File: config.mk
export PLATFORM = sky130hd
export DESIGN_NAME = external_trigger_handshake
export DESIGN_NICKNAME = d
export VERILOG_FILES = /design/src/verilog/external_trigger_handshake.v
export VERILOG_INCLUDE_DIRS = /design/src /design/src/common
export SDC_FILE = /design/constraint.sdc
export NUM_CORES = 1
export LEC_CHECK = 0
export ABC_AREA = 0
export BUFFER_PORTS_ARGS = -buffer_cell sky130_fd_sc_hd__buf_2
export CORE_MARGIN = 2
export CORE_UTILIZATION = 55
export DETAILED_ROUTE_END_ITERATION = 12
export PLACE_DENSITY = 0.81
export SYNTH_ARGS = -nofsm -noshare
export SYNTH_HDL_FRONTEND = slang
export SYNTH_SLANG_ARGS = --single-unit
File: constraint.sdc
create_clock -name pclk -period 2.8 [get_ports pclk]
set_clock_uncertainty 0.1 [all_clocks]
set_input_delay 0.56 -clock pclk [delete_from_list [all_inputs] [get_ports pclk]]
set_output_delay 0.56 -clock pclk [all_outputs]
set_load 0.02 [all_outputs]
File: src/common/external_trigger_handshake_defines.vh
// Constants for the external trigger handshake block
`ifndef EXTERNAL_TRIGGER_HANDSHAKE_DEFINES_VH
`define EXTERNAL_TRIGGER_HANDSHAKE_DEFINES_VH

// ****************************************************************
// Register byte offsets
// ****************************************************************
`define ETH_OFF_CTRL        12'h000
`define ETH_OFF_PULSE_LEN   12'h004
`define ETH_OFF_STATUS      12'h008
`define ETH_OFF_COMMAND     12'h00C
`define ETH_OFF_LAST_RDG    12'h010
`define ETH_OFF_RDG_COUNT   12'h014

// ****************************************************************
// Field positions
// ****************************************************************
`define ETH_CTRL_EXT_MODE   0
`define ETH_CTRL_RUN        1
`define ETH_CMD_BUS_TRIG    0
`define ETH_ST_WAITING      0
`define ETH_ST_BUSY         1
`define ETH_ST_INTERLOCK_OK 2
`define ETH_ST_LINE_LEVEL   3
`define ETH_ST_PULSING      4

// ****************************************************************
// Reset values and counter step
// ****************************************************************
`define ETH_CTRL_RESET      2'h2
`define ETH_PULSE_LEN_RESET 16'h000A
`define ETH_CYCLE_ONE       16'h0001

// ****************************************************************
// Synchroniser input slots
// ****************************************************************
`define ETH_SYNC_LINK       0
`define ETH_SYNC_DIO        1
`define ETH_SYNC_INTERLOCK  2
`define ETH_SYNC_MODE_KEY   3
`define ETH_SYNC_TRIG_KEY   4
`define ETH_SYNC_COUNT      5

`endif

File: src/verilog/external_trigger_handshake.v
// External trigger handshake: trigger input, interlock, completion pulse, APB registers
`include "external_trigger_handshake_defines.vh"

//
// How it works
// RQ1 - Each press of the mode select key flips between external and continuous triggering.
// RQ2 - While waiting for an external trigger, light the indicator and show dashes.
// RQ3 - In external mode each front panel trigger key press takes exactly one reading.
// RQ4 - Completion goes out on one link line, trigger comes in on the other.
// RQ5 - A trigger on the digital I/O pin counts the same as the link input.
// RQ6 - Line triggers are accepted with interlock high or open, ignored while held low.
// RQ7 - The partner pulses the line; the trigger is its falling edge.
// RQ8 - Line triggers are acted on only when the source is external.
// RQ9 - Each accepted trigger takes one reading, stores it, then pulses completion.
// RQ10 - After the completion pulse, return to waiting until the next trigger.
// RQ11 - Scanner closes its first channel untriggered, pulses ready, then waits.
// RQ12 - Scanner closes the next channel on each completion pulse, pulsing ready again.
// RQ13 - Completion output lets other instruments be triggered after settled measurements.
// RQ14 - In external mode the line, the trigger key or a bus command satisfy detection.
// RQ15 - Completion is issued only after the whole measurement action has finished.
// RQ16 - Line and interlock pass two flops before edge detection; pulse length is programmable.
module external_trigger_handshake #(
  parameter DATA_W = 32,
  parameter CNT_W  = 16
) (
  input  wire              pclk,
  input  wire              presetn,
  input  wire              clk_en,
  // APB slave
  input  wire              psel,
  input  wire              penable,
  input  wire              pwrite,
  input  wire [11:0]       paddr,
  input  wire [31:0]       pwdata,
  output reg               pready,
  output reg  [31:0]       prdata,
  output reg               pslverr,
  // Pins from outside the clock domain
  input  wire              trigger_link_in_n,
  input  wire              dio_trigger_in_n,
  input  wire              interlock_in,
  input  wire              external_mode_select_key,
  input  wire              trigger_key,
  // Measurement engine, same clock domain
  output reg               meas_start,
  input  wire              meas_done,
  input  wire [DATA_W-1:0] meas_data,
  // Reading buffer write port
  output reg               store_wr,
  output reg  [DATA_W-1:0] store_data,
  // Front panel and link outputs
  output reg               trigger_indicator,
  output reg               display_dashes,
  output reg               measurement_complete_output_n
);

  // ****************************************************************
  // Sequencer states, one-hot
  // ****************************************************************
  localparam [3:0] ST_WAIT  = 4'h1;
  localparam [3:0] ST_MEAS  = 4'h2;
  localparam [3:0] ST_STORE = 4'h4;
  localparam [3:0] ST_PULSE = 4'h8;

  // ****************************************************************
  // Constants sized to this module's fields
  // ****************************************************************
  // Sized copies keep every reset and step assignment width-exact
  localparam [1:0]       CTRL_RST = `ETH_CTRL_RESET;
  localparam [CNT_W-1:0] LEN_RST  = `ETH_PULSE_LEN_RESET;
  localparam [CNT_W-1:0] CNT_ONE  = `ETH_CYCLE_ONE;

  // ****************************************************************
  // Declarations
  // ****************************************************************
  wire [`ETH_SYNC_COUNT-1:0] raw_in;
  reg  [`ETH_SYNC_COUNT-1:0] sync1_q;
  reg  [`ETH_SYNC_COUNT-1:0] sync2_q;
  reg  [`ETH_SYNC_COUNT-1:0] prev_q;
  reg  [3:0]                 state_q;
  reg  [3:0]                 state_d;
  reg                        ext_mode_q;
  reg                        run_q;
  reg  [CNT_W-1:0]           pulse_len_q;
  reg  [CNT_W-1:0]           pulse_cnt_q;
  reg  [DATA_W-1:0]          last_rdg_q;
  reg  [31:0]                rdg_count_q;
  reg                        bus_trig_q;
  wire                       line_level;
  wire                       line_prev;
  wire                       line_fall;
  wire                       interlock_ok;
  wire                       mode_key_edge;
  wire                       trig_key_edge;
  wire                       ext_event;
  wire                       accept;
  wire                       apb_setup_done;
  wire                       apb_commit;
  wire                       wr_commit;
  reg  [31:0]                rd_mux;
  reg                        addr_ok;
  wire [31:0]                status_word;
  wire                       st_waiting;
  wire                       st_busy;
  wire                       st_pulsing;
  wire                       line_trig;
  wire                       panel_wait;

  // ****************************************************************
  // Input synchronisers
  // ****************************************************************
  assign raw_in[`ETH_SYNC_LINK]      = trigger_link_in_n;
  assign raw_in[`ETH_SYNC_DIO]       = dio_trigger_in_n;
  assign raw_in[`ETH_SYNC_INTERLOCK] = interlock_in;
  assign raw_in[`ETH_SYNC_MODE_KEY]  = external_mode_select_key;
  assign raw_in[`ETH_SYNC_TRIG_KEY]  = trigger_key;

  // Two flops per pin, then a history flop for edge detection
  // clk_en low holds every stage, so no edge is lost or doubled
  genvar gi;
  generate
    for (gi = 0; gi < `ETH_SYNC_COUNT; gi = gi + 1) begin : g_sync
      // Idle levels preset so reset release gives no false edge
      always @(posedge pclk or negedge presetn) begin
        if (!presetn) begin
          sync1_q[gi] <= (gi < `ETH_SYNC_MODE_KEY) ? 1'b1 : 1'b0;
          sync2_q[gi] <= (gi < `ETH_SYNC_MODE_KEY) ? 1'b1 : 1'b0;
          prev_q[gi]  <= (gi < `ETH_SYNC_MODE_KEY) ? 1'b1 : 1'b0;
        end else if (clk_en) begin
          sync1_q[gi] <= raw_in[gi];
          sync2_q[gi] <= sync1_q[gi]; // RQ16
          prev_q[gi]  <= sync2_q[gi];
        end
      end
    end
  endgenerate

  // ****************************************************************
  // Trigger detection
  // ****************************************************************
  // Link line and I/O pin are one net: low on either pulls it low
  assign line_level    = sync2_q[`ETH_SYNC_LINK] & sync2_q[`ETH_SYNC_DIO]; // RQ5
  assign line_prev     = prev_q[`ETH_SYNC_LINK] & prev_q[`ETH_SYNC_DIO];
  assign line_fall     = line_prev & ~line_level; // RQ7
  assign interlock_ok  = sync2_q[`ETH_SYNC_INTERLOCK]; // RQ6
  assign mode_key_edge = sync2_q[`ETH_SYNC_MODE_KEY] & ~prev_q[`ETH_SYNC_MODE_KEY];
  assign trig_key_edge = sync2_q[`ETH_SYNC_TRIG_KEY] & ~prev_q[`ETH_SYNC_TRIG_KEY];

  // Interlock gates only the line; key and bus command bypass it
  assign line_trig = line_fall & interlock_ok; // RQ6

  // Any of three sources satisfies detection in external mode
  assign ext_event = line_trig | trig_key_edge | bus_trig_q; // RQ14 RQ3
  // Continuous mode triggers itself and ignores the line; external mode waits for an event
  assign accept = run_q & (ext_mode_q ? ext_event : 1'b1); // RQ8

  // ****************************************************************
  // APB handshake, one wait state
  // ****************************************************************
  // Registered pready costs a cycle but keeps all outputs on flops
  assign apb_setup_done = psel & penable & ~pready;
  assign apb_commit     = psel & penable & pready;
  assign wr_commit      = apb_commit & pwrite & addr_ok;

  // Status bits decoded once from the one-hot state
  assign st_waiting = (state_q == ST_WAIT) & ext_mode_q & run_q; // RQ2
  assign st_busy    = state_q != ST_WAIT;
  assign st_pulsing = state_q == ST_PULSE;

  assign status_word = {27'h0000000,
                        st_pulsing,
                        line_level,
                        interlock_ok,
                        st_busy,
                        st_waiting};

  // Read data and address decode
  always @* begin
    rd_mux  = 32'h00000000;
    addr_ok = 1'b1;
    case (paddr)
      `ETH_OFF_CTRL: begin
        rd_mux[`ETH_CTRL_EXT_MODE] = ext_mode_q;
        rd_mux[`ETH_CTRL_RUN]      = run_q;
      end
      `ETH_OFF_PULSE_LEN: begin
        rd_mux[CNT_W-1:0] = pulse_len_q;
      end
      `ETH_OFF_STATUS: begin
        rd_mux = status_word;
      end
      `ETH_OFF_COMMAND: begin
        rd_mux = 32'h00000000;
      end
      `ETH_OFF_LAST_RDG: begin
        rd_mux[DATA_W-1:0] = last_rdg_q;
      end
      `ETH_OFF_RDG_COUNT: begin
        rd_mux = rdg_count_q;
      end
      default: begin
        addr_ok = 1'b0;
      end
    endcase
  end

  // Answer flops: pready high for exactly one cycle per transfer
  always @(posedge pclk or negedge presetn) begin
    if (!presetn) begin
      pready  <= 1'b0;
      prdata  <= 32'h00000000;
      pslverr <= 1'b0;
    end else if (clk_en) begin
      pready  <= apb_setup_done;
      pslverr <= apb_setup_done & ~addr_ok;
      if (apb_setup_done & ~pwrite) begin
        prdata <= rd_mux;
      end else begin
        prdata <= 32'h00000000;
      end
    end
  end

  // ****************************************************************
  // Control registers
  // ****************************************************************
  // Key press toggles after any bus write in the same cycle
  always @(posedge pclk or negedge presetn) begin
    if (!presetn) begin
      ext_mode_q  <= CTRL_RST[`ETH_CTRL_EXT_MODE];
      run_q       <= CTRL_RST[`ETH_CTRL_RUN];
      pulse_len_q <= LEN_RST;
      bus_trig_q  <= 1'b0;
    end else if (clk_en) begin
      if (wr_commit && paddr == `ETH_OFF_CTRL) begin
        ext_mode_q <= pwdata[`ETH_CTRL_EXT_MODE] ^ mode_key_edge; // RQ1
        run_q      <= pwdata[`ETH_CTRL_RUN];
      end else if (mode_key_edge) begin
        ext_mode_q <= ~ext_mode_q; // RQ1
      end
      if (wr_commit && paddr == `ETH_OFF_PULSE_LEN) begin
        pulse_len_q <= pwdata[CNT_W-1:0]; // RQ16
      end
      // Bus trigger is a one-cycle event; lost unless waiting
      bus_trig_q <= wr_commit & (paddr == `ETH_OFF_COMMAND) & pwdata[`ETH_CMD_BUS_TRIG]; // RQ14
    end
  end

  // ****************************************************************
  // Trigger sequencer
  // ****************************************************************
  always @* begin
    state_d = state_q;
    case (state_q)
      ST_WAIT: begin
        if (accept) begin
          state_d = ST_MEAS; // RQ9
        end
      end
      ST_MEAS: begin
        // Completion waits for the whole action to finish
        if (meas_done) begin
          state_d = ST_STORE; // RQ15
        end
      end
      ST_STORE: begin
        state_d = ST_PULSE; // RQ9
      end
      ST_PULSE: begin
        if (pulse_cnt_q <= CNT_ONE) begin
          state_d = ST_WAIT; // RQ10
        end
      end
      default: begin
        state_d = ST_WAIT;
      end
    endcase
  end

  // State, measurement start and buffer store
  always @(posedge pclk or negedge presetn) begin
    if (!presetn) begin
      state_q     <= ST_WAIT;
      meas_start  <= 1'b0;
      store_wr    <= 1'b0;
      store_data  <= {DATA_W{1'b0}};
      last_rdg_q  <= {DATA_W{1'b0}};
      rdg_count_q <= 32'h00000000;
    end else if (clk_en) begin
      state_q    <= state_d;
      meas_start <= (state_q == ST_WAIT) & accept; // RQ9
      store_wr   <= 1'b0;
      if (state_q == ST_MEAS && meas_done) begin
        store_wr    <= 1'b1; // RQ9
        store_data  <= meas_data;
        last_rdg_q  <= meas_data;
        rdg_count_q <= rdg_count_q + 32'h00000001;
      end
    end
  end

  // ****************************************************************
  // Completion pulse
  // ****************************************************************
  // Zero length is stretched to one cycle so a pulse always leaves
  always @(posedge pclk or negedge presetn) begin
    if (!presetn) begin
      pulse_cnt_q                   <= {CNT_W{1'b0}};
      measurement_complete_output_n <= 1'b1;
    end else if (clk_en) begin
      if (state_q == ST_STORE) begin
        pulse_cnt_q                   <= pulse_len_q; // RQ16
        measurement_complete_output_n <= 1'b0; // RQ4 RQ13
      end else if (state_q == ST_PULSE) begin
        if (pulse_cnt_q <= CNT_ONE) begin
          pulse_cnt_q                   <= {CNT_W{1'b0}};
          measurement_complete_output_n <= 1'b1; // RQ10
        end else begin
          pulse_cnt_q <= pulse_cnt_q - CNT_ONE;
        end
      end
    end
  end

  // ****************************************************************
  // Front panel indication
  // ****************************************************************
  // Next-cycle wait view, so the lamp drops on the trigger edge itself
  assign panel_wait = (state_d == ST_WAIT) & ext_mode_q & run_q; // RQ2

  // Indicator and dashes follow the registered wait state
  always @(posedge pclk or negedge presetn) begin
    if (!presetn) begin
      trigger_indicator <= 1'b0;
      display_dashes    <= 1'b0;
    end else if (clk_en) begin
      trigger_indicator <= panel_wait; // RQ2
      display_dashes    <= panel_wait; // RQ2
    end
  end

endmodule

Word level (Yosys, flattened, before mapping)
Cells that the tools add are included.

Logic and storage cells: 107. Bits of input ports: 88. Flip-flop bits (word level): 155.

Equality and inequality tests: 11. Add/subtract/negate cells: 2. Muxes and demuxes: 19. Reduce and logical (&&, ||, !) cells: 14. Bitwise logic cells: 31. Magnitude comparators: 1.

Operators by type and width (count): one-hot mux 14 bit (4 select lines) (1); two-way mux 16 bit (3); adder 32 x 1 -> 32 bit (second input constant) (1); two-way mux 32 bit (1); one-hot mux 16 bit (2 select lines) (1); equality test 12 x 4 -> 1 bit (second input constant) (2); equality test 12 x 5 -> 1 bit (second input constant) (2); AND 1 bit (21); <= comparator 16 x 1 -> 1 bit (second input constant) (1); one-hot mux 4 bit (4 select lines) (1); subtractor 16 x 1 -> 16 bit (second input constant) (1); equality test 12 x 3 -> 1 bit (second input constant) (1); logical NOT 12 bit (1); two-way mux 4 bit (3); one-hot mux 2 bit (5 select lines) (1); AND reduction 2 bit (5); equality test 4 x 1 -> 1 bit (second input constant) (2); two-way mux 1 bit (8); NOT 1 bit (7); nonzero test 2 bit (3); OR reduction 6 bit (1); equality test 4 x 2 -> 1 bit (second input constant) (1); equality test 4 x 3 -> 1 bit (second input constant) (1); equality test 4 bit (second input constant) (1); other kinds (5) (8).

Logic depth before layout (Yosys ltp)
Gate-level depths: netlist of run 1.

Depth after elaboration: 13. Gate-level depth with buffers: 8. Depth with buffers taken out: 7.

Least setup slack after synthesis of run 1
OpenSTA, ideal clock, no wires.

Kind: input port to flip-flop. Start point: in paddr[7]. End point: reg pulse_len_q[10]. Stages: 6. Required time: 2.575 ns. Path slack: 0.546 ns. Path buffers: 1. Arrival time: 2.029 ns. Cells stage by stage: nor4_1 nand3_1 nor3_1 nand3_2 buf_2 mux2_2.

Cells in the longest elaborated chain, start to end: 6. Elaborated cells between the ends (all ways): 11.

RTL lines: start, declared (line external_trigger_handshake.v:33) `input wire [11:0] paddr,`; equality test 12 x 3 -> 1 bit (tied with other cells) (line external_trigger_handshake.v:181) `case (paddr)`; OR reduction 6 bit (no line); two-way mux 1 bit (line external_trigger_handshake.v:181); AND 1 bit (line external_trigger_handshake.v:163) `assign wr_commit = apb_commit & pwrite & addr_ok;`; logical AND 1 bit (no line) (*); AND reduction 2 bit (no line) (*); end signal, assigned (line external_trigger_handshake.v:242) `pulse_len_q <= pwdata[CNT_W-1:0];`; end, declared (line external_trigger_handshake.v:84) `reg [CNT_W-1:0] pulse_len_q;`.

Every way passes the cells marked *; elsewhere a longest branch is shown, timed or not. A chain may end at the register's enable or synchronous reset.

Final worst setup path of run 1
Start point: reg pulse_cnt_q[0]. End point: reg pulse_cnt_q[14].

Cells in the longest elaborated chain, start to end: 4. Elaborated cells between the ends (all ways): 5.

RTL lines: start, declared (line external_trigger_handshake.v:85) `reg [CNT_W-1:0] pulse_cnt_q;`; start signal, assigned (line external_trigger_handshake.v:308) `pulse_cnt_q <= {CNT_W{1'b0}};`; start signal, assigned (line external_trigger_handshake.v:312) `pulse_cnt_q <= pulse_len_q;`; start signal, assigned (line external_trigger_handshake.v:316) `pulse_cnt_q <= {CNT_W{1'b0}};`; subtractor 16 x 1 -> 16 bit or <= comparator 16 x 1 -> 1 bit (tied branches) (line external_trigger_handshake.v:319, external_trigger_handshake.v:315); two-way mux 16 bit (*) (line external_trigger_handshake.v:315) `if (pulse_cnt_q <= CNT_ONE) begin`; two-way mux 16 bit (*) (line external_trigger_handshake.v:314) `end else if (state_q == ST_PULSE) begin`; two-way mux 16 bit (*) (line external_trigger_handshake.v:311) `if (state_q == ST_STORE) begin`.

Every way passes the cells marked *; elsewhere a longest branch is shown, timed or not. The select of a mux whose other input is x is not followed.

==> impl_metrics.prom, run 1 <==
# TYPE chip_impl_metric gauge
chip_impl_info{name="outcome",value="complete, no violations"} 1
chip_impl_metric{name="place.port_buffers",unit=""} 142
chip_impl_metric{name="finalCritPeriodShare",unit="%"} 87.3
chip_impl_metric{name="gr-usage-all-layers",unit="%"} 26.8
chip_impl_metric{name="post_route_standard_cell_area_excluding_fillers",unit="um^2"} 8760
chip_impl_metric{name="yosysSeqAreaShare",unit="%"} 53.8
chip_impl_metric{name="required_time_of_the_worst_setup_path",unit="ns"} 3.00
chip_impl_metric{name="p_comb_share",unit="%"} 4.9
chip_impl_metric{name="htree_levels",unit=""} 4
chip_impl_metric{name="whs",unit="ns"} 0.0867
chip_impl_metric{name="setup_viol_count_final",unit=""} 0
chip_impl_metric{name="power.switching_fraction",unit="%"} 20.9
chip_impl_metric{name="grt_pass1_vias",unit=""} 5969
chip_impl_info{name="min-delay-path-class",value="in -> async"} 1
chip_impl_metric{name="maxClockFrequency",unit="MHz"} 409
chip_impl_metric{name="critical_path_arrival",unit="ns"} 2.65
chip_impl_metric{name="grt_first_pass_wirelength",unit="mm"} 30.0
chip_impl_metric{name="slew_viol_final",unit=""} 0
chip_impl_metric{name="layout-drive-gt1-share",unit="%"} 31.2
chip_impl_metric{name="netSwitchingPower",unit="mW"} 1.04
chip_impl_metric{name="synth_cell_types",unit=""} 61
chip_impl_metric{name="max_slew.worst_pin.slew",unit="ns"} 0.723
chip_impl_info{name="crit_start_category",value="flop"} 1
chip_impl_metric{name="cts.hold.buffers_added",unit=""} 0
chip_impl_metric{name="relSlewSlack",unit="%"} 51.8
chip_impl_metric{name="grt_antenna_before_repair",unit=""} 0
chip_impl_metric{name="ys.warnings.count",unit=""} 0
chip_impl_metric{name="vias_per_cell",unit=""} 5.85
chip_impl_metric{name="totalPowerFinal",unit="mW"} 4.96
chip_impl_metric{name="finalWeightedCongestion",unit=""} 0.896
chip_impl_metric{name="firstDrtPassIters",unit=""} 5
chip_impl_info{name="clock_root_buffer",value="sky130_fd_sc_hd__clkbuf_16"} 1
chip_impl_metric{name="num_antenna_cells",unit=""} 0
chip_impl_metric{name="timing_hold_violations_final",unit=""} 0
chip_impl_info{name="grt_setup_unrepaired",value="false"} 1
chip_impl_metric{name="vdd_ir_drop_max",unit="V"} 0.000384
chip_impl_metric{name="async_set_reset_flop_share_out_of_synthesis",unit="%"} 100
chip_impl_metric{name="via_count",unit=""} 5850
chip_impl_metric{name="synth-edff-count",unit=""} 0
chip_impl_metric{name="postCtsResizedCells",unit=""} 0
chip_impl_metric{name="hpwlAfterDp",unit="mm"} 12.5
chip_impl_metric{name="leakage_power_total",unit="nW"} 4.39
chip_impl_metric{name="die_area",unit="um^2"} 14100
chip_impl_metric{name="io_pins",unit=""} 159
chip_impl_metric{name="layout_net_count",unit=""} 906
chip_impl_metric{name="timing.critical_path.fanout_max",unit=""} 5
chip_impl_metric{name="globalRouteOverflowTotal",unit=""} 0
chip_impl_metric{name="tritoncts.num_buffers",unit=""} 17
chip_impl_metric{name="grt_start_max_net_pins",unit=""} 78
chip_impl_metric{name="yosys_register_bits",unit=""} 155
chip_impl_metric{name="row_count",unit=""} 41
chip_impl_metric{name="setup_total_negative_slack",unit="ns"} 0
chip_impl_metric{name="floorplan.core_area",unit="um^2"} 12700
chip_impl_metric{name="wl_per_cell",unit="um"} 18.0
chip_impl_metric{name="cts-root-to-sink-buffers",unit=""} 2
chip_impl_metric{name="p_int",unit="mW"} 3.92
chip_impl_metric{name="clock_power_share",unit="%"} 48.0
chip_impl_metric{name="cts_sinks",unit=""} 155
chip_impl_info{name="timing_worst_setup_path_type",value="reg -> reg"} 1
chip_impl_metric{name="final_period_minus_worst_setup_slack",unit="ns"} 2.44
chip_impl_metric{name="share_seq_of_total_power",unit="%"} 47.1
chip_impl_metric{name="die_width",unit="um"} 119
chip_impl_metric{name="syn_area",unit="um^2"} 7240
chip_impl_metric{name="clkTransAtPathRegs",unit="ns"} 0.06
chip_impl_metric{name="postSynthAreaPerCell",unit="um^2"} 10.7
chip_impl_info{name="postSynth.topFlopCell",value="sky130_fd_sc_hd__dfrtp_1"} 1
chip_impl_metric{name="cts_setup_buffers",unit=""} 0
chip_impl_metric{name="placement.cell_area",unit="um^2"} 8140
chip_impl_metric{name="drc_errors",unit=""} 0
chip_impl_info{name="clock_tree_from_tritoncts",value="built"} 1
chip_impl_metric{name="synthesis.instances",unit=""} 678
chip_impl_metric{name="areaGrowthSynthToFinish",unit="%"} 21.0
chip_impl_metric{name="post_detailed_routing_wire_length",unit="mm"} 18.0
chip_impl_metric{name="detail_route.iter0.violations",unit=""} 528
chip_impl_metric{name="starting_utilization_of_the_core_area",unit="%"} 56.9
chip_impl_metric{name="clkLatencyLatePin",unit="ns"} 0.42
chip_impl_metric{name="chipHeight",unit="um"} 119
chip_impl_metric{name="powerDensity",unit="nW/um^2"} 566
chip_impl_metric{name="route.antenna.remaining_nets",unit=""} 0
chip_impl_metric{name="postSynthNetCount",unit=""} 769
chip_impl_info{name="worstSetupEndpointType",value="flop"} 1
chip_impl_metric{name="maxCapViolCount",unit=""} 0
stage by stage:
step                setup slack (ns)  util, %  std cells
CTS                            0.412     68.9       1000
detailed placement             0.232     64.0        968
global placement               0.306     64.0        968
finish                         0.356     68.9       1000
global route                   0.173     68.9       1000
floorplan                      0.546        -        678
registers in the layout, indices dropped and copies added (netlist names), 4 cells and up:
register	cells
last_rdg_q	32
prev_q	4
pulse_cnt_q	16
state_q	4
prdata	32
pulse_len_q	16
sync1_q	5
sync2_q	4
rdg_count_q	32
worst paths after layout:
check                                     from  slack (ns)  cells after the start         endpoint
worst min register to register        store_wr        0.38                      1         store_wr
worst min-delay path                   presetn        0.09                      1       sync1_q[4]
worst max-delay path            pulse_cnt_q[0]        0.36                      7  pulse_cnt_q[14]
min in group pclk                meas_data[14]        0.22                      3   last_rdg_q[14]
max in group asynchronous              presetn        1.78                      2   pulse_len_q[1]
worst max register to register  pulse_cnt_q[0]        0.36                      7  pulse_cnt_q[14]
worst max-delay path: stages (launching register included):
cell	delay [ns]
sky130_fd_sc_hd__dfrtp_1	0.41
sky130_fd_sc_hd__inv_1	0.14
sky130_fd_sc_hd__ha_1	0.25
sky130_fd_sc_hd__nor3b_1	0.50
sky130_fd_sc_hd__nand4_1	0.29
sky130_fd_sc_hd__nor3_1	0.20
sky130_fd_sc_hd__o21ai_0	0.11
sky130_fd_sc_hd__a221o_1	0.33
power groups by stage:
stage / clock network (mW) / registers (mW) / logic (mW)
2_1_floorplan: 0 / 2.36 / 0.113
3_3_place_gp: 0 / 2.37 / 0.232
3_5_place_dp: 0 / 2.38 / 0.242
4_1_cts: 2.42 / 2.34 / 0.243
5_1_grt: 2.52 / 2.34 / 0.269
6_report: 2.38 / 2.34 / 0.241
cells by family (layout without fill, tap and decap cells):
| group | after synthesis | in the layout | share of synthesized area, % |
|---|---|---|---|
| flops | 155 | 155 | 53.8 |
| fa+ha+maj | 3 | 3 | 0.519 |
| buf+inv | 53 | 203 | 3.15 |
| simple gates | 282 | 282 | 19.6 |
| mux | 49 | 49 | 7.75 |
| xor+xnor | 32 | 32 | 3.87 |
| compound gates | 104 | 104 | 11.3 |
metal layers:
layer | vias to the layer above | part of all wire [%] | track usage (%)
met1 | 2875 | 42 | 35.6
met5 | - | 0 | 0
met2 | 237 | 49 | 43.0
met4 | 0 | 2.2 | 9.38
met3 | 37 | 6.5 | 6.81
li1 | 2701 | - | -
placed cells by master, fill, tap and decap left out, types with 4 or more instances in the layout:
master and instances:
sky130_fd_sc_hd__nor4_1 9, sky130_fd_sc_hd__xnor2_1 29, sky130_fd_sc_hd__a21oi_1 8, sky130_fd_sc_hd__clkbuf_1 4, sky130_fd_sc_hd__nor2b_1 31, sky130_fd_sc_hd__clkbuf_8 5
sky130_fd_sc_hd__nand3_1 22, sky130_fd_sc_hd__buf_4 16, sky130_fd_sc_hd__nor3_1 14, sky130_fd_sc_hd__nand4_1 18, sky130_fd_sc_hd__o21ai_0 18, sky130_fd_sc_hd__and4_1 5
sky130_fd_sc_hd__a22oi_1 4, sky130_fd_sc_hd__nand2b_1 4, sky130_fd_sc_hd__a221o_1 30, sky130_fd_sc_hd__buf_2 141, sky130_fd_sc_hd__a21o_1 4, sky130_fd_sc_hd__dfstp_2 13
sky130_fd_sc_hd__a32oi_1 4, sky130_fd_sc_hd__o2bb2ai_1 6, sky130_fd_sc_hd__nand2_1 126, sky130_fd_sc_hd__inv_1 11, sky130_fd_sc_hd__dfrtp_1 142, sky130_fd_sc_hd__mux2_2 46
sky130_fd_sc_hd__nor3b_1 5, sky130_fd_sc_hd__a22o_1 10, sky130_fd_sc_hd__nor2_1 22, sky130_fd_sc_hd__and3_1 9, sky130_fd_sc_hd__clkbuf_16 17
synth_stat cells, types with 2 or more instances:
| cell type | number | area (um^2) |
|---|---|---|
| sky130_fd_sc_hd__a211o_1 | 2 | 17.5 |
| sky130_fd_sc_hd__a21o_1 | 4 | 30.0 |
| sky130_fd_sc_hd__a21oi_1 | 8 | 40.0 |
| sky130_fd_sc_hd__a221o_1 | 30 | 300 |
| sky130_fd_sc_hd__a22o_1 | 10 | 87.6 |
| sky130_fd_sc_hd__a22oi_1 | 4 | 30.0 |
| sky130_fd_sc_hd__a31oi_1 | 3 | 18.8 |
| sky130_fd_sc_hd__a32oi_1 | 4 | 35.0 |
| sky130_fd_sc_hd__and2_1 | 2 | 12.5 |
| sky130_fd_sc_hd__and3_1 | 9 | 56.3 |
| sky130_fd_sc_hd__and4_1 | 5 | 43.8 |
| sky130_fd_sc_hd__buf_1 | 5 | 18.8 |
| sky130_fd_sc_hd__buf_2 | 5 | 25.0 |
| sky130_fd_sc_hd__buf_4 | 3 | 22.5 |
| sky130_fd_sc_hd__clkbuf_1 | 25 | 93.8 |
| sky130_fd_sc_hd__clkbuf_2 | 3 | 15.0 |
| sky130_fd_sc_hd__dfrtp_1 | 142 | 3550 |
| sky130_fd_sc_hd__dfstp_2 | 13 | 342 |
| sky130_fd_sc_hd__ha_1 | 3 | 37.5 |
| sky130_fd_sc_hd__inv_1 | 11 | 41.3 |
| sky130_fd_sc_hd__mux2_2 | 46 | 518 |
| sky130_fd_sc_hd__mux2i_1 | 2 | 20.0 |
| sky130_fd_sc_hd__nand2_1 | 126 | 473 |
| sky130_fd_sc_hd__nand2b_1 | 4 | 25.0 |
| sky130_fd_sc_hd__nand3_1 | 22 | 110 |
| sky130_fd_sc_hd__nand4_1 | 18 | 113 |
| sky130_fd_sc_hd__nor2_1 | 22 | 82.6 |
| sky130_fd_sc_hd__nor2b_1 | 31 | 194 |
| sky130_fd_sc_hd__nor3_1 | 14 | 70.1 |
| sky130_fd_sc_hd__nor3b_1 | 5 | 37.5 |
| sky130_fd_sc_hd__nor4_1 | 9 | 56.3 |
| sky130_fd_sc_hd__o21a_1 | 2 | 15.0 |
| sky130_fd_sc_hd__o21ai_0 | 18 | 90.1 |
| sky130_fd_sc_hd__o2bb2ai_1 | 6 | 52.6 |
| sky130_fd_sc_hd__o31ai_1 | 3 | 22.5 |
| sky130_fd_sc_hd__o41ai_1 | 3 | 26.3 |
| sky130_fd_sc_hd__or2_2 | 2 | 12.5 |
| sky130_fd_sc_hd__xnor2_1 | 29 | 254 |
| sky130_fd_sc_hd__xor2_1 | 3 | 26.3 |
cell type report:
class,count,area (um^2)
fillers,973,3960
inverters,11,41.3
clock inverters,6,108
well taps,172,215
repair buffers,160,877
clock buffers,26,509
multi-input cells,470,3110
flip-flops and latches,155,3890
Note: power is estimated with default switching activity, not from simulation.
==> run 2, diff against run 1 <==
--- a/config.mk
+++ b/config.mk
@@ -8,10 +8,12 @@
 export LEC_CHECK = 0
 export ABC_AREA = 0
 export BUFFER_PORTS_ARGS = -buffer_cell sky130_fd_sc_hd__buf_2
+export CELL_PAD_IN_SITES_DETAIL_PLACEMENT = 1
+export CELL_PAD_IN_SITES_GLOBAL_PLACEMENT = 2
 export CORE_MARGIN = 2
-export CORE_UTILIZATION = 55
+export CORE_UTILIZATION = 34
 export DETAILED_ROUTE_END_ITERATION = 12
-export PLACE_DENSITY = 0.81
+export PLACE_DENSITY_LB_ADDON = 0.1
 export SYNTH_ARGS = -nofsm -noshare
 export SYNTH_HDL_FRONTEND = slang
 export SYNTH_SLANG_ARGS = --single-unit
==> impl_metrics.prom, run 2 (synthesis results as in run 1) <==
# TYPE chip_impl_metric gauge
chip_impl_info{name="outcome",value="complete, no violations"} 1
chip_impl_metric{name="starting_utilization_of_the_core_area",unit="%"} 34.5
chip_impl_metric{name="maxCapViolCount",unit=""} 0
chip_impl_metric{name="post_route_standard_cell_area_excluding_fillers",unit="um^2"} 8900
chip_impl_metric{name="p_comb_share",unit="%"} 5.0
chip_impl_info{name="timing_worst_setup_path_type",value="reg -> reg"} 1
chip_impl_info{name="grt_setup_unrepaired",value="false"} 1
chip_impl_metric{name="firstDrtPassIters",unit=""} 4
chip_impl_metric{name="timing.critical_path.fanout_max",unit=""} 9
chip_impl_metric{name="clock_power_share",unit="%"} 48.3
chip_impl_metric{name="grt_pass1_vias",unit=""} 6213
chip_impl_metric{name="chipHeight",unit="um"} 150
chip_impl_metric{name="cts_setup_buffers",unit=""} 0
chip_impl_metric{name="route.antenna.remaining_nets",unit=""} 0
chip_impl_info{name="worstSetupEndpointType",value="flop"} 1
chip_impl_metric{name="netSwitchingPower",unit="mW"} 1.17
chip_impl_info{name="clock_root_buffer",value="sky130_fd_sc_hd__clkbuf_16"} 1
chip_impl_metric{name="totalPowerFinal",unit="mW"} 5.01
chip_impl_metric{name="grt_use_met2",unit="%"} 32.5
chip_impl_metric{name="grt_antenna_before_repair",unit=""} 1
chip_impl_metric{name="htree_levels",unit=""} 4
chip_impl_info{name="mostFrequentLayoutCells",value="sky130_fd_sc_hd__dfrtp_1, sky130_fd_sc_hd__buf_2, sky130_fd_sc_hd__nand2_1"} 1
chip_impl_metric{name="powerDensity",unit="nW/um^2"} 562
chip_impl_metric{name="cts_sinks",unit=""} 155
chip_impl_metric{name="cts-root-to-sink-buffers",unit=""} 2
chip_impl_metric{name="grt_first_pass_wirelength",unit="mm"} 34.7
chip_impl_metric{name="die_width",unit="um"} 150
chip_impl_metric{name="slew_viol_final",unit=""} 0
chip_impl_metric{name="leakage_power_total",unit="nW"} 4.38
chip_impl_metric{name="via_count",unit=""} 5809
chip_impl_metric{name="vias_per_cell",unit=""} 5.25
chip_impl_metric{name="floorplan.core_area",unit="um^2"} 21000
chip_impl_metric{name="row_count",unit=""} 53
chip_impl_metric{name="drc_errors",unit=""} 0
chip_impl_metric{name="setup_viol_count_final",unit=""} 0
chip_impl_metric{name="timing_hold_violations_final",unit=""} 0
chip_impl_metric{name="setup_total_negative_slack",unit="ns"} 0
chip_impl_metric{name="detail_route.iter0.violations",unit=""} 285
chip_impl_metric{name="grt_use_met1",unit="%"} 26.9
chip_impl_metric{name="grt_util_met3",unit="%"} 3.60
chip_impl_info{name="clock_tree_from_tritoncts",value="built"} 1
chip_impl_metric{name="grt_start_max_net_pins",unit=""} 63
chip_impl_metric{name="tritoncts.num_buffers",unit=""} 17
chip_impl_info{name="final_common_cell",value="sky130_fd_sc_hd__dfrtp_1"} 1
chip_impl_info{name="min-delay-path-class",value="in -> async"} 1
chip_impl_metric{name="max_slew.worst_pin.slew",unit="ns"} 0.691
chip_impl_metric{name="layout_net_count",unit=""} 910
chip_impl_metric{name="final_period_minus_worst_setup_slack",unit="ns"} 2.48
chip_impl_metric{name="clkTransAtPathRegs",unit="ns"} 0.07
chip_impl_metric{name="wl_per_cell",unit="um"} 19.1
chip_impl_metric{name="io_pins",unit=""} 159
chip_impl_metric{name="post_detailed_routing_wire_length",unit="mm"} 21.1
chip_impl_metric{name="finalCritPeriodShare",unit="%"} 88.6
chip_impl_metric{name="vdd_ir_drop_max",unit="V"} 0.000384
chip_impl_metric{name="layout-drive-gt1-share",unit="%"} 31.9
chip_impl_metric{name="required_time_of_the_worst_setup_path",unit="ns"} 3.00
chip_impl_info{name="crit_start_category",value="flop"} 1
chip_impl_metric{name="critical_path_arrival",unit="ns"} 2.68
chip_impl_metric{name="globalRouteOverflowTotal",unit=""} 0
chip_impl_info{name="grt.busiest_layer",value="met2"} 1
chip_impl_metric{name="gr-usage-all-layers",unit="%"} 19.8
chip_impl_metric{name="relSlewSlack",unit="%"} 53.8
chip_impl_metric{name="maxClockFrequency",unit="MHz"} 403
chip_impl_info{name="top_regs",value="last_rdg_q: 32 flops, prdata: 32 flops, rdg_count_q: 32 flops"} 1
chip_impl_metric{name="hpwlAfterDp",unit="mm"} 15.2
chip_impl_metric{name="place.port_buffers",unit=""} 142
chip_impl_metric{name="power.switching_fraction",unit="%"} 23.4
chip_impl_metric{name="postCtsResizedCells",unit=""} 0
chip_impl_metric{name="p_int",unit="mW"} 3.83
chip_impl_metric{name="placement.cell_area",unit="um^2"} 8290
chip_impl_metric{name="share_seq_of_total_power",unit="%"} 46.7
chip_impl_metric{name="num-fill-cells",unit=""} 2381
chip_impl_metric{name="cts.hold.buffers_added",unit=""} 0
chip_impl_metric{name="clkLatencyLatePin",unit="ns"} 0.42
chip_impl_metric{name="die_area",unit="um^2"} 22500
chip_impl_metric{name="areaGrowthSynthToFinish",unit="%"} 23.0
chip_impl_metric{name="finalWeightedCongestion",unit=""} 0.827
chip_impl_metric{name="num_antenna_cells",unit=""} 0
run 2: critical path, stage by stage (launching register included):
cell and delay [ns]:
sky130_fd_sc_hd__dfrtp_1 0.41, sky130_fd_sc_hd__inv_1 0.15, sky130_fd_sc_hd__ha_1 0.27, sky130_fd_sc_hd__nor2_1 0.09, sky130_fd_sc_hd__or4_4 0.49, sky130_fd_sc_hd__o21a_1 0.35
sky130_fd_sc_hd__a21o_1 0.22, sky130_fd_sc_hd__a221o_1 0.29
run 2: per-layer routing:
layer	part of all wire, %	wire length (um)	up-vias
met4	1.4	292	2
met5	0.062	13	-
met1	46	9710	2958
met3	3.7	787	23
met2	49	10300	118
li1	-	-	2708
run 2: area by class of cell:
class / instances / area, um^2 / area share (%)
Sequential cell: 155 / 3890 / 43.8
Timing Repair Buffer: 164 / 895 / 10.1
Inverter: 11 / 41.3 / 0.464
Multi-Input combinational cell: 470 / 3120 / 35.0
Clock inverter: 13 / 166 / 1.87
Clock buffer: 19 / 443 / 4.98
Tap cell: 275 / 344 / 3.87
run 2: metrics by stage:
step / cells / utilization [%] / hold slack (ns) / setup slack, ns
global placement: 1075 / 39.6 / 0.362 / 0.176
global route: 1107 / 42.5 / 0.0523 / 0.168
floorplan: 678 / - / 0.164 / 0.546
CTS: 1107 / 42.5 / 0.0374 / 0.341
finish: 1107 / 42.5 / 0.0251 / 0.318
detailed placement: 1075 / 39.6 / 0.371 / 0.155
run 2: path summary, 6_finish.rpt:
| kind | end | slack (ns) | start | depth (start not counted) |
|---|---|---|---|---|
| worst max-delay path | pulse_cnt_q[7] | 0.32 | pulse_cnt_q[0] | 7 |
| worst min-delay path | meas_start | 0.03 | presetn | 1 |
| worst max register to register | pulse_cnt_q[7] | 0.32 | pulse_cnt_q[0] | 7 |
| worst min register to register | bus_trig_q | 0.38 | bus_trig_q | 2 |
| max in group asynchronous | last_rdg_q[11] | 1.84 | presetn | 2 |
| min in group pclk | last_rdg_q[24] | 0.22 | meas_data[24] | 3 |
run 2: power by group through the flow:
stage	logic (mW)	registers, mW	clock network [mW]
finish	0.248	2.34	2.42
global route	0.281	2.35	2.58
CTS	0.255	2.34	2.47
detailed placement	0.253	2.38	0
global placement	0.246	2.37	0
floorplan	0.113	2.36	0
==> run 3, diff against run 2 <==
--- a/config.mk
+++ b/config.mk
@@ -7,7 +7,7 @@
 export NUM_CORES = 1
 export LEC_CHECK = 0
 export ABC_AREA = 0
-export BUFFER_PORTS_ARGS = -buffer_cell sky130_fd_sc_hd__buf_2
+export BUFFER_PORTS_ARGS = -buffer_cell sky130_fd_sc_hd__buf_4
 export CELL_PAD_IN_SITES_DETAIL_PLACEMENT = 1
 export CELL_PAD_IN_SITES_GLOBAL_PLACEMENT = 2
 export CORE_MARGIN = 2
==> impl_metrics.prom, run 3 (synthesis results as in run 1) <==
# TYPE chip_impl_metric gauge
chip_impl_info{name="outcome",value="complete, no violations"} 1
chip_impl_metric{name="layout_net_count",unit=""} 905
chip_impl_metric{name="slew_viol_final",unit=""} 0
chip_impl_info{name="top_regs",value="last_rdg_q: 32 flops, prdata: 32 flops, rdg_count_q: 32 flops"} 1
chip_impl_metric{name="areaGrowthSynthToFinish",unit="%"} 26.9
chip_impl_metric{name="final_period_minus_worst_setup_slack",unit="ns"} 2.47
chip_impl_metric{name="place.port_buffers",unit=""} 142
chip_impl_info{name="min-delay-path-class",value="in -> async"} 1
chip_impl_metric{name="starting_utilization_of_the_core_area",unit="%"} 34.5
chip_impl_metric{name="layout-drive-gt1-share",unit="%"} 31.7
chip_impl_metric{name="vdd_ir_drop_max",unit="V"} 0.000385
chip_impl_info{name="cp_slowest_cell",value="sky130_fd_sc_hd__or4_4"} 1
chip_impl_metric{name="globalRouteOverflowTotal",unit=""} 0
chip_impl_metric{name="via_count",unit=""} 5712
chip_impl_metric{name="leakage_power_total",unit="nW"} 4.41
chip_impl_metric{name="grt_antenna_before_repair",unit=""} 0
chip_impl_metric{name="wl_per_cell",unit="um"} 19.1
chip_impl_metric{name="num_antenna_cells",unit=""} 0
chip_impl_metric{name="relSlewSlack",unit="%"} 48.1
chip_impl_metric{name="tritoncts.num_buffers",unit=""} 17
chip_impl_metric{name="clkLatencyLatePin",unit="ns"} 0.43
chip_impl_metric{name="timing_hold_violations_final",unit=""} 0
chip_impl_info{name="critPathTopFamily",value="compound AO/OA/AOI/OAI gates"} 1
chip_impl_metric{name="detail_route.iter0.violations",unit=""} 244
chip_impl_metric{name="hpwlAfterDp",unit="mm"} 15.3
chip_impl_info{name="grt_setup_unrepaired",value="false"} 1
chip_impl_metric{name="clkTransAtPathRegs",unit="ns"} 0.06
chip_impl_metric{name="totalPowerFinal",unit="mW"} 4.76
chip_impl_info{name="timing_worst_setup_path_type",value="reg -> reg"} 1
chip_impl_metric{name="maxCapViolCount",unit=""} 0
chip_impl_metric{name="finalCritPeriodShare",unit="%"} 88.0
chip_impl_info{name="crit_path_cell_trace",value="inv_1 -> ha_1 -> nor2_1 -> or4_4 -> o21ai_1 -> buf_4 -> o21ai_0 -> a221o_1"} 1
chip_impl_info{name="clock_root_buffer",value="sky130_fd_sc_hd__clkbuf_16"} 1
chip_impl_metric{name="whs",unit="ns"} 0.0755
chip_impl_metric{name="gr-usage-all-layers",unit="%"} 19.5
chip_impl_metric{name="setup_total_negative_slack",unit="ns"} 0
chip_impl_info{name="final_common_cell",value="sky130_fd_sc_hd__buf_4"} 1
chip_impl_metric{name="grt_first_pass_wirelength",unit="mm"} 33.8
chip_impl_metric{name="critical_path_arrival",unit="ns"} 2.67
chip_impl_metric{name="drc_errors",unit=""} 0
chip_impl_metric{name="timing.critical_path.fanout_max",unit=""} 20
chip_impl_metric{name="finalWeightedCongestion",unit=""} 0.806
chip_impl_metric{name="die_area",unit="um^2"} 22500
chip_impl_metric{name="row_count",unit=""} 53
chip_impl_metric{name="max_slew.worst_pin.slew",unit="ns"} 0.779
chip_impl_metric{name="htree_levels",unit=""} 4
chip_impl_metric{name="required_time_of_the_worst_setup_path",unit="ns"} 3.00
chip_impl_metric{name="cts_setup_buffers",unit=""} 0
chip_impl_metric{name="instances_no_fill",unit=""} 1102
chip_impl_metric{name="vias_per_cell",unit=""} 5.18
chip_impl_metric{name="chipHeight",unit="um"} 150
chip_impl_info{name="crit_start_category",value="flop"} 1
chip_impl_metric{name="maxClockFrequency",unit="MHz"} 406
chip_impl_metric{name="cts_sinks",unit=""} 155
chip_impl_metric{name="route.antenna.remaining_nets",unit=""} 0
chip_impl_metric{name="cts.hold.buffers_added",unit=""} 0
chip_impl_metric{name="postCtsResizedCells",unit=""} 0
chip_impl_metric{name="dp.cells",unit=""} 1070
chip_impl_info{name="worstSetupEndpointType",value="flop"} 1
chip_impl_metric{name="timing.critical_path.slowest_cell_delay",unit="ns"} 0.48
chip_impl_metric{name="powerDensity",unit="nW/um^2"} 518
chip_impl_metric{name="post_detailed_routing_wire_length",unit="mm"} 21.0
chip_impl_info{name="clock_tree_from_tritoncts",value="built"} 1
chip_impl_metric{name="cts-root-to-sink-buffers",unit=""} 2
chip_impl_metric{name="critical_path.n_buffers_inverters",unit=""} 2
chip_impl_metric{name="die_width",unit="um"} 150
chip_impl_metric{name="firstDrtPassIters",unit=""} 4
chip_impl_metric{name="setup_viol_count_final",unit=""} 0
chip_impl_metric{name="grt_pass1_vias",unit=""} 6191
chip_impl_metric{name="grt_start_max_net_pins",unit=""} 79
chip_impl_metric{name="floorplan.core_area",unit="um^2"} 21000
chip_impl_info{name="mostFrequentLayoutCells",value="sky130_fd_sc_hd__buf_4, sky130_fd_sc_hd__dfrtp_1, sky130_fd_sc_hd__nand2_1"} 1
chip_impl_metric{name="io_pins",unit=""} 159
==> run 3: through the flow <==
stage	util [%]	cell area, um^2	setup WS (ns)
floorplan	-	7240	0.546
global placement	41.2	8630	0.247
CTS	43.8	9180	0.347
global route	43.8	9180	0.208
finish	43.8	9180	0.335
detailed placement	41.2	8630	0.169
==> run 3: layer usage <==
metal / track usage [%] / part of all wire, % / wire (um)
met1: 25.2 / 44 / 9270
met5: 0 / 0 / 0
met3: 4.15 / 4.5 / 946
met4: 6.60 / 1.7 / 357
met2: 32.4 / 50 / 10400
==> run 3: layout make-up <==
type	count	area [um^2]
fillers	2357	11800
inverters	11	41.3
flip-flops and latches	155	3890
clock inverters	14	113
multi-input cells	470	3120
well taps	275	344
clock buffers	18	439
repair buffers	159	1230
==> run 3: power breakdown <==
| part | internal, mW | total (mW) | leakage, nW | switching (mW) |
|---|---|---|---|---|
| Combinational | 0.133 | 0.274 | 2.05 | 0.141 |
| Clock | 1.17 | 2.15 | 0.268 | 0.974 |
| Sequential | 2.30 | 2.34 | 2.08 | 0.0395 |
==> run 3: worst paths after layout <==
| kind | slack (ns) | startpoint | endpoint | cells after the start |
|---|---|---|---|---|
| max in group asynchronous | 1.82 | presetn | last_rdg_q[3] | 2 |
| min in group pclk | 0.22 | meas_data[13] | last_rdg_q[13] | 3 |
| worst max-delay path | 0.33 | pulse_cnt_q[0] | pulse_cnt_q[13] | 8 |
| worst max register to register | 0.33 | pulse_cnt_q[0] | pulse_cnt_q[13] | 8 |
| worst min-delay path | 0.08 | presetn | pready | 1 |
| worst min register to register | 0.39 | bus_trig_q | bus_trig_q | 2 |
